===== src/pviu_defines.svh =====
`ifndef PVIU_DEFINES_SVH
`define PVIU_DEFINES_SVH

// Source and vector counts
`define PVIU_NUM_SRC     29
`define PVIU_NUM_VEC     10

// Vector addresses, lowest first
`define PVIU_VEC_ADDR_0  17'h00003
`define PVIU_VEC_ADDR_1  17'h0000b
`define PVIU_VEC_ADDR_2  17'h00013
`define PVIU_VEC_ADDR_3  17'h0001b
`define PVIU_VEC_ADDR_4  17'h00023
`define PVIU_VEC_ADDR_5  17'h0002b
`define PVIU_VEC_ADDR_6  17'h00033
`define PVIU_VEC_ADDR_7  17'h0003b
`define PVIU_VEC_ADDR_8  17'h00043
`define PVIU_VEC_ADDR_9  17'h0004b

// Source bit positions
`define PVIU_SRC_EXT_A    0
`define PVIU_SRC_EXT_B    1
`define PVIU_SRC_EXT_C    2
`define PVIU_SRC_T0L      3
`define PVIU_SRC_EXT_E    4
`define PVIU_SRC_EXT_D    5
`define PVIU_SRC_EXT_F    6
`define PVIU_SRC_BASE0    7
`define PVIU_SRC_BASE1    8
`define PVIU_SRC_T0H      9
`define PVIU_SRC_EXT_G    10
`define PVIU_SRC_T1L      11
`define PVIU_SRC_T1H      12
`define PVIU_SRC_EXT_H    13
`define PVIU_SRC_SS0      14
`define PVIU_SRC_SP1_RX   15
`define PVIU_SRC_SP2_RX   16
`define PVIU_SRC_ASS      17
`define PVIU_SRC_SS2      18
`define PVIU_SRC_SP1_TX   19
`define PVIU_SRC_SP2_TX   20
`define PVIU_SRC_ADC      21
`define PVIU_SRC_T6       22
`define PVIU_SRC_T7       23
`define PVIU_SRC_PG45     24
`define PVIU_SRC_PORT0    25
`define PVIU_SRC_T4       26
`define PVIU_SRC_T5       27
`define PVIU_SRC_PG01     28

// Vector to source map: bit n set when source n feeds the vector
`define PVIU_MAP_0 29'h0000001
`define PVIU_MAP_1 29'h0000002
`define PVIU_MAP_2 29'h000001c
`define PVIU_MAP_3 29'h00001e0
`define PVIU_MAP_4 29'h0000600
`define PVIU_MAP_5 29'h0003800
`define PVIU_MAP_6 29'h001c000
`define PVIU_MAP_7 29'h01e0000
`define PVIU_MAP_8 29'h1e00000
`define PVIU_MAP_9 29'h1e000000

// Stop-mode wake sources: ext A,B,C,E,F and port 0
`define PVIU_WAKE_STOP 29'h2000057
// Extra crystal-keeping stop wake: both base timer events
`define PVIU_WAKE_XTAL 29'h0000180

`endif


===== src/pviu_pkg.sv =====
package pviu_pkg;

    // Priority level, ordered so a larger code is a stronger level
    typedef enum logic [1:0] {
        PVIU_LVL_NONE    = 2'h0,
        PVIU_LVL_LOW     = 2'h1,
        PVIU_LVL_HIGH    = 2'h2,
        PVIU_LVL_HIGHEST = 2'h3
    } pviu_level_type;

    // Standby modes of the core
    typedef enum logic [1:0] {
        PVIU_RUN       = 2'h0,
        PVIU_PAUSE     = 2'h1,
        PVIU_STOP      = 2'h2,
        PVIU_XTAL_STOP = 2'h3
    } pviu_mode_type;

    // Request offered to the core
    typedef struct packed {
        logic           valid;
        logic [3:0]     index;
        logic [16:0]    addr;
        pviu_level_type level;
    } pviu_req_type;

    // Oscillator run enables
    typedef struct packed {
        logic ceramic;
        logic rc;
        logic crystal;
    } pviu_osc_type;

endpackage : pviu_pkg


===== src/pviu_arbiter.sv =====
`timescale 1ns/1ps
`include "pviu_defines.svh"

module pviu_arbiter
    import pviu_pkg::*;
(
    input  wire logic [9:0]    vec_pend_in,
    input  wire logic [19:0]   vec_level_in,
    input  pviu_level_type     cur_level_in,
    output logic               win_valid_out,
    output logic [3:0]         win_index_out,
    output pviu_level_type     win_level_out
);

    // Scan from the top vector down so the smallest address wins ties
    always_comb begin
        win_valid_out = 1'b0;
        win_index_out = 4'h0;
        win_level_out = PVIU_LVL_NONE;
        for (int i = 9; i >= 0; i--) begin
            if (vec_pend_in[i] &&
                vec_level_in[2*i +: 2] >= 2'(win_level_out) &&
                vec_level_in[2*i +: 2] != 2'h0) begin
                win_valid_out = 1'b1;
                win_index_out = 4'(i);
                win_level_out = pviu_level_type'(vec_level_in[2*i +: 2]);
            end
        end
        // Only strictly higher than in service
        if (win_level_out <= cur_level_in) begin
            win_valid_out = 1'b0;
        end
    end

endmodule : pviu_arbiter


===== src/pviu_top.sv =====
`timescale 1ns/1ps
`include "pviu_defines.svh"

// How it works
// Three nesting levels, highest above high above low.
// Requests at or below the level in service are held off.
// Simultaneous requests: highest level wins.
// Same level: smallest vector address wins.
// 29 sources are folded onto 10 vectors.
// Pins A and B use the first two vectors, highest or low only.
// Third vector: pin C, timer zero low, pin E; high or low.
// Fourth vector: pins D, F and both base timer events.
// Fifth: timer zero high, pin G; sixth: timer one halves, pin H.
// Seventh and eighth vectors collect serial receive and transmit events.
// Ninth: converter, timers 6,7, pulses 4,5; tenth: port 0, timers 4,5, pulses 0,1.
// Pause ends on reset or any interrupt.
// Stop ends on reset pin low, pins A,B,C,E,F, or port 0.
// Crystal-keeping stop also ends on a base timer event.
// Stop halts all oscillators; crystal stop keeps crystal and base timer.
// Source flags stick until accepted or cleared; vector ORs enabled flags.
module pviu_top
    import pviu_pkg::*;
(
    input  wire logic                clk_in,
    input  wire logic                reset_n_in,
    input  wire logic [28:0]         src_event_in,
    input  wire logic [28:0]         src_enable_in,
    input  wire logic [28:0]         src_clear_in,
    input  wire logic [19:0]         vec_level_in,
    input  wire logic                ack_in,
    input  wire logic                ret_in,
    input  wire logic                reset_pin_in,
    input  pviu_mode_type            mode_req_in,
    output pviu_req_type             req_out,
    output pviu_level_type           cur_level_out,
    output pviu_mode_type            mode_out,
    output pviu_osc_type             osc_out,
    output logic                     base_timer_run_out,
    output logic [28:0]              src_flag_out
);

    logic [28:0]    evt_meta_reg;
    logic [28:0]    evt_sync_reg;
    logic [28:0]    evt_prev_reg;
    logic           rst_meta_reg;
    logic           rst_sync_reg;
    logic [28:0]    flag_reg;
    logic [28:0]    flag_next;
    logic [28:0]    vec_map [10];
    logic [16:0]    vec_addr [10];
    logic [9:0]     vec_pend;
    logic [19:0]    lvl_fixed;
    logic [28:0]    evt_rise;
    logic [28:0]    ack_mask;
    logic           win_valid;
    logic [3:0]     win_index;
    pviu_level_type win_level;
    pviu_level_type stack_reg [3];
    logic [1:0]     depth_reg;
    pviu_req_type   req_reg;
    pviu_mode_type  mode_reg;
    logic           any_flag;
    logic           stop_wake;
    logic           xtal_wake;

    // source group tables
    assign vec_map[0] = `PVIU_MAP_0;
    assign vec_map[1] = `PVIU_MAP_1;
    assign vec_map[2] = `PVIU_MAP_2;
    assign vec_map[3] = `PVIU_MAP_3;
    assign vec_map[4] = `PVIU_MAP_4;
    assign vec_map[5] = `PVIU_MAP_5;
    assign vec_map[6] = `PVIU_MAP_6;
    assign vec_map[7] = `PVIU_MAP_7;
    assign vec_map[8] = `PVIU_MAP_8;
    assign vec_map[9] = `PVIU_MAP_9;
    assign vec_addr[0] = `PVIU_VEC_ADDR_0;
    assign vec_addr[1] = `PVIU_VEC_ADDR_1;
    assign vec_addr[2] = `PVIU_VEC_ADDR_2;
    assign vec_addr[3] = `PVIU_VEC_ADDR_3;
    assign vec_addr[4] = `PVIU_VEC_ADDR_4;
    assign vec_addr[5] = `PVIU_VEC_ADDR_5;
    assign vec_addr[6] = `PVIU_VEC_ADDR_6;
    assign vec_addr[7] = `PVIU_VEC_ADDR_7;
    assign vec_addr[8] = `PVIU_VEC_ADDR_8;
    assign vec_addr[9] = `PVIU_VEC_ADDR_9;

    // Pin synchronisers, two stages each
    always_ff @(posedge clk_in or negedge reset_n_in) begin
        if (!reset_n_in) begin
            evt_meta_reg <= 29'h0;
            evt_sync_reg <= 29'h0;
            evt_prev_reg <= 29'h0;
            rst_meta_reg <= 1'b1;
            rst_sync_reg <= 1'b1;
        end else begin
            evt_meta_reg <= src_event_in;
            evt_sync_reg <= evt_meta_reg;
            evt_prev_reg <= evt_sync_reg;
            rst_meta_reg <= reset_pin_in;
            rst_sync_reg <= rst_meta_reg;
        end
    end

    assign evt_rise = evt_sync_reg & ~evt_prev_reg;

    // Level fixing per vector and pending OR
    genvar gv;
    generate
        for (gv = 0; gv < 10; gv++) begin : g_vec
            // pins A,B: high folds to highest
            // others: highest folds to high
            if (gv < 2) begin : g_xl
                assign lvl_fixed[2*gv +: 2] = (vec_level_in[2*gv +: 2] == 2'h2) ?
                                              2'h3 : vec_level_in[2*gv +: 2];
            end else begin : g_hl
                assign lvl_fixed[2*gv +: 2] = (vec_level_in[2*gv +: 2] == 2'h3) ?
                                              2'h2 : vec_level_in[2*gv +: 2];
            end
            // shared vector OR; R16 enabled flags only
            assign vec_pend[gv] = |(flag_reg & src_enable_in & vec_map[gv]);
        end
    endgenerate

    // level compare and arbitration
    pviu_arbiter u_arb (
        .vec_pend_in   (vec_pend),
        .vec_level_in  (lvl_fixed),
        .cur_level_in  (depth_reg == 2'h0 ? PVIU_LVL_NONE : stack_reg[depth_reg - 2'h1]),
        .win_valid_out (win_valid),
        .win_index_out (win_index),
        .win_level_out (win_level)
    );

    // Clear mask for an accepted vector
    assign ack_mask = (ack_in && req_reg.valid) ? (vec_map[req_reg.index] & src_enable_in)
                                                : 29'h0;

    // sticky flags, a new event wins over a clear
    always_comb begin
        flag_next = (flag_reg & ~(src_clear_in | ack_mask)) | evt_rise;
    end

    always_ff @(posedge clk_in or negedge reset_n_in) begin
        if (!reset_n_in) begin
            flag_reg <= 29'h0;
        end else begin
            flag_reg <= flag_next;
        end
    end

    // Offered request, registered
    always_ff @(posedge clk_in or negedge reset_n_in) begin
        if (!reset_n_in) begin
            req_reg <= '0;
        end else if (ack_in && req_reg.valid) begin
            req_reg <= '0;
        end else begin
            req_reg.valid <= win_valid && (mode_reg == PVIU_RUN || mode_reg == PVIU_PAUSE);
            req_reg.index <= win_index;
            req_reg.addr  <= vec_addr[win_index];
            req_reg.level <= win_level;
        end
    end

    // service level stack: push on accept, pop on return
    always_ff @(posedge clk_in or negedge reset_n_in) begin
        if (!reset_n_in) begin
            depth_reg <= 2'h0;
            for (int i = 0; i < 3; i++) begin
                stack_reg[i] <= PVIU_LVL_NONE;
            end
        end else if (ack_in && req_reg.valid && depth_reg != 2'h3) begin
            stack_reg[depth_reg] <= req_reg.level;
            depth_reg            <= depth_reg + 2'h1;
        end else if (ret_in && depth_reg != 2'h0) begin
            depth_reg <= depth_reg - 2'h1;
        end
    end

    // Wake conditions
    assign any_flag  = |vec_pend;
    // stop wake sources
    assign stop_wake = !rst_sync_reg || |(flag_reg & `PVIU_WAKE_STOP);
    // base timer adds to crystal stop
    assign xtal_wake = stop_wake || |(flag_reg & `PVIU_WAKE_XTAL);

    // Standby mode state
    always_ff @(posedge clk_in or negedge reset_n_in) begin
        if (!reset_n_in) begin
            mode_reg <= PVIU_RUN;
        end else begin
            unique case (mode_reg)
                PVIU_RUN: begin
                    mode_reg <= mode_req_in;
                end
                // pause ends on any interrupt
                PVIU_PAUSE: begin
                    if (any_flag) begin
                        mode_reg <= PVIU_RUN;
                    end
                end
                PVIU_STOP: begin
                    if (stop_wake) begin
                        mode_reg <= PVIU_RUN;
                    end
                end
                PVIU_XTAL_STOP: begin
                    if (xtal_wake) begin
                        mode_reg <= PVIU_RUN;
                    end
                end
            endcase
        end
    end

    // oscillator and base timer enables
    assign osc_out.ceramic    = (mode_reg != PVIU_STOP) && (mode_reg != PVIU_XTAL_STOP);
    assign osc_out.rc         = osc_out.ceramic;
    assign osc_out.crystal    = (mode_reg != PVIU_STOP);
    assign base_timer_run_out = (mode_reg != PVIU_STOP);

    assign req_out       = req_reg;
    assign cur_level_out = (depth_reg == 2'h0) ? PVIU_LVL_NONE : stack_reg[depth_reg - 2'h1];
    assign mode_out      = mode_reg;
    assign src_flag_out  = flag_reg;

endmodule : pviu_top


===== config.mk =====
export PLATFORM = sky130hd
export DESIGN_NAME = pviu_top
export DESIGN_NICKNAME = d
export VERILOG_FILES = /design/src/pviu_pkg.sv /design/src/pviu_arbiter.sv /design/src/pviu_top.sv
export VERILOG_INCLUDE_DIRS = /design/src
export SDC_FILE = /design/constraint.sdc
export NUM_CORES = 1
export LEC_CHECK = 0
export ABC_AREA = 1
export ABC_CLOCK_PERIOD_IN_PS = 10600
export BUFFER_PORTS_ARGS = -buffer_cell sky130_fd_sc_hd__buf_2
export CORE_MARGIN = 2
export CORE_UTILIZATION = 52
export CTS_CLUSTER_SIZE = 16
export DETAILED_ROUTE_END_ITERATION = 10
export PLACE_DENSITY = 0.8
export RECOVER_POWER = 100
export SYNTH_ARGS = -nofsm -noshare
export SYNTH_HDL_FRONTEND = slang
export SYNTH_SLANG_ARGS = --single-unit

===== constraint.sdc =====
create_clock -name clk_in -period 10.6 [get_ports clk_in]
set_clock_uncertainty 0.05 [all_clocks]
set_input_delay 0 -clock clk_in [delete_from_list [all_inputs] [get_ports clk_in]]
set_output_delay 0 -clock clk_in [all_outputs]
set_load 0.05 [all_outputs]

==> impl_metrics.py <==
metrics = {
    "outcome": {
        "run_status": "finished, violations left",
        "violations": "capacitance limit, slew limit",
    },
    "floorplan": {
        "coreArea_um2": 10900,
        "die_area_um2": 12200,
        "start_util_pct": 54.0,
        "ios": 175,
        "die_x_um": 111,
        "num_rows": 38,
        "dieHeight_um": 111,
    },
    "route": {
        "detail_route.vias_per_cell": 5.23,
        "drt_iter0_drc": 343,
        "ant_nets": 0,
        "vias": 5212,
        "wirelength_um": 17100,
        "wire_per_inst_um": 17.1,
        "first_pass_iters": 5,
        "route.detailed.drc": 0,
    },
    "sta": {
        "worst_slew_pin_slew_ns": 2.93,
        "finalHoldViolCount": 0,
        "fin_hold_ws_ns": 0.0289,
        "setup_ws_ns": 0.885,
        "final_max_slew_viol_count": 56,
        "slew_headroom_pct": -95.4,
        "fin_crit_sh_pct": 91.7,
        "setup_violations": 0,
        "fin_crit_ns": 9.72,
        "fmax_mhz": 103,
    },
    "critical_path": {
        "critPathSlowestCell": "dfrtp_1",
        "max_stage_delay_ns": 0.41,
        "critPathMaxFanout": 6,
        "r2r_setup_slack_ns": 0.88,
        "critPathBufInv": 9,
        "critPathKind": "reg -> reg",
        "start_kind": "flip-flop",
        "critPathCaptureType": "flip-flop",
        "critical-path-top-delay-family": "simple AND/OR/NAND/NOR gates",
        "crit_start": "src_flag_out[26]",
        "critPathArrivalTime_ns": 10.00,
        "cp.required_ns": 10.88,
        "r2r-start": "src_flag_out[26]",
        "cp_common_cell": "nand2_1",
    },
    "synth": {
        "synth_cell_type_count": 45,
        "seq_area_frac_synth_pct": 58.6,
        "synth_warnings": 0,
        "synth_cells": 586,
        "ys_ff_latch": 138,
        "yosysMostFrequentCell": "dfrtp_1",
        "async_flop_share_pct": 100,
        "synth_top_area_cell": "dfrtp_1",
        "ys_top_cells_by_count": "dfrtp_1 (136), nand2_1 (103), inv_1 (99), o21ai_0 (35), nor2_1 (25)",
        "netlist_area_um2": 5900,
        "synth_area_leaders": "dfrtp_1 (58%), nand2_1 (6.6%), inv_1 (6.3%)",
        "synth_ff_type": "dfrtp_1",
        "synth_edf_count": 0,
        "synth_top_cell_area_share_pct": 57.7,
        "syn-mean-instance-area_um2": 10.1,
    },
    "global_routing": {
        "grt_max_degree": 85,
        "track_usage_pct": 28.9,
        "first_global_vias": 5656,
        "antenna_found_initial": 0,
        "overflow": 0,
        "grt_pass1_wl_um": 27700,
    },
    "power": {
        "ir_worst_vdd_mv": 0.151,
        "cellPowerDensity_nw_per_um2": 219,
        "p_leak_nw": 4.23,
    },
    "clock_tree": {
        "cts_setup_buffers": 0,
        "htree_levels": 4,
        "cts_tree": "yes",
        "clock_sinks": 138,
        "path_clk_slew_ns": 0.06,
        "worstSkewPairLatency_ns": 0.42,
        "root_buffer": "clkbuf_16",
        "cts_inserted_buffers": 17,
        "clockBufferDepth": 2,
    },
    "layout": {
        "drive_above_1_share_pct": 26.1,
        "n_fill_cell": 712,
        "syn2layout_area_growth_pct": 40.2,
        "insertedDiodeCount": 0,
        "nNetsFinal": 978,
    },
    "hold_path": {
        "holdCritPathClass": "in -> reg",
        "hold_path_startpoint": "src_enable_in[9]",
    },
    "run": {
        "cap_violations": 1,
    },
    "place": {
        "portBuffers": 163,
        "post-place-ws_ns": 0.775,
        "gp_congestion": 0.903,
        "hpwlAfterDp_um": 10700,
    },
}
[report_power, final]
part	switching [mW]	internal, mW
logic	0.404	0.172
registers	0.0493	0.587
clock network	0.238	0.358
[per-stage QoR]
stage          setup TNS, ns  utilization (%)  total power, mW  cell area (um^2)  cells
6_report                   0             75.7             1.81              8270    997
3_3_place_gp               0             62.0             1.16              6780    875
4_1_cts                    0             75.7             1.80              8280    997
5_1_grt              -0.0100             75.7             1.90              8270    997
3_5_place_dp               0             62.0             1.18              6780    875
2_1_floorplan              0                -             1.04              5940    596
[layer usage]
| metal | global-route usage [%] | share of wire, % |
|---|---|---|
| met5 | 0 | 0 |
| met3 | 6.75 | 5.9 |
| met1 | 32.4 | 38 |
| met4 | 15.0 | 3.9 |
| met2 | 51.2 | 52 |
[cell families (layout without fill, tap and decap cells)]
logic type               Yosys count  in the layout  share of synthesized area [%]
AO/OA/AOI/OAI                     92             92                           10.4
XOR/XNOR                           1              1                          0.148
adder cells (fa/ha/maj)           20             20                           4.24
buffers and inverters            126            387                           9.16
flip-flops                       138            138                           58.6
other                              1             11                         0.0636
AND/OR/NAND/NOR                  208            208                           17.5
[worst register-to-register path, delay by kind of cell (launching register included)]
kind	cells	cell delay (ns)
simple gates	39	3.98
fa+ha+maj	10	2.72
flops	1	0.41
compound gates	15	1.98
buf+inv	9	0.51
[cell type report]
| cell class | count | area (um^2) | area share [%] |
|---|---|---|---|
| flip-flops and latches | 138 | 3460 | 41.8 |
| multi-input cells | 332 | 1970 | 23.8 |
| repair buffers | 254 | 1700 | 20.5 |
| clock buffers | 18 | 439 | 5.31 |
| inverters | 101 | 379 | 4.58 |
| well taps | 140 | 175 | 2.12 |
| clock inverters | 14 | 158 | 1.91 |
[layout by cell type (no fill, tap or decap), types with 11 or more instances in the layout]
cell type and instances:
clkbuf_16 17, o22ai_1 16, o21ai_0 33, clkbuf_1 21, nor3_1 15, nor2_1 23, nand3_1 23, conb_1 11
nand2_1 100, dlygate4sd3_1 90, buf_2 142, ha_1 20, dfrtp_1 135, inv_1 98, nand2_2 15
[final timing paths]
path                                          to  cells past startpoint
worst max-delay path                 req_out[23]                     73
worst min-delay path             src_flag_out[9]                      4
worst max register to register       req_out[23]                     73
worst min register to register  evt_sync_reg[26]                      0
max in group asynchronous            mode_out[1]                      3
min in group asynchronous       evt_sync_reg[22]                      2
[timing repair]
| action | CTS | global route |
|---|---|---|
| hold buffers | 90 | 0 |
| resized for setup | 0 | 11 |
| endpoints found under the setup margin | 0 | 1 |
| hold endpoints to repair | 119 | 0 |
No activity file was read; power rests on OpenSTA's default activity.
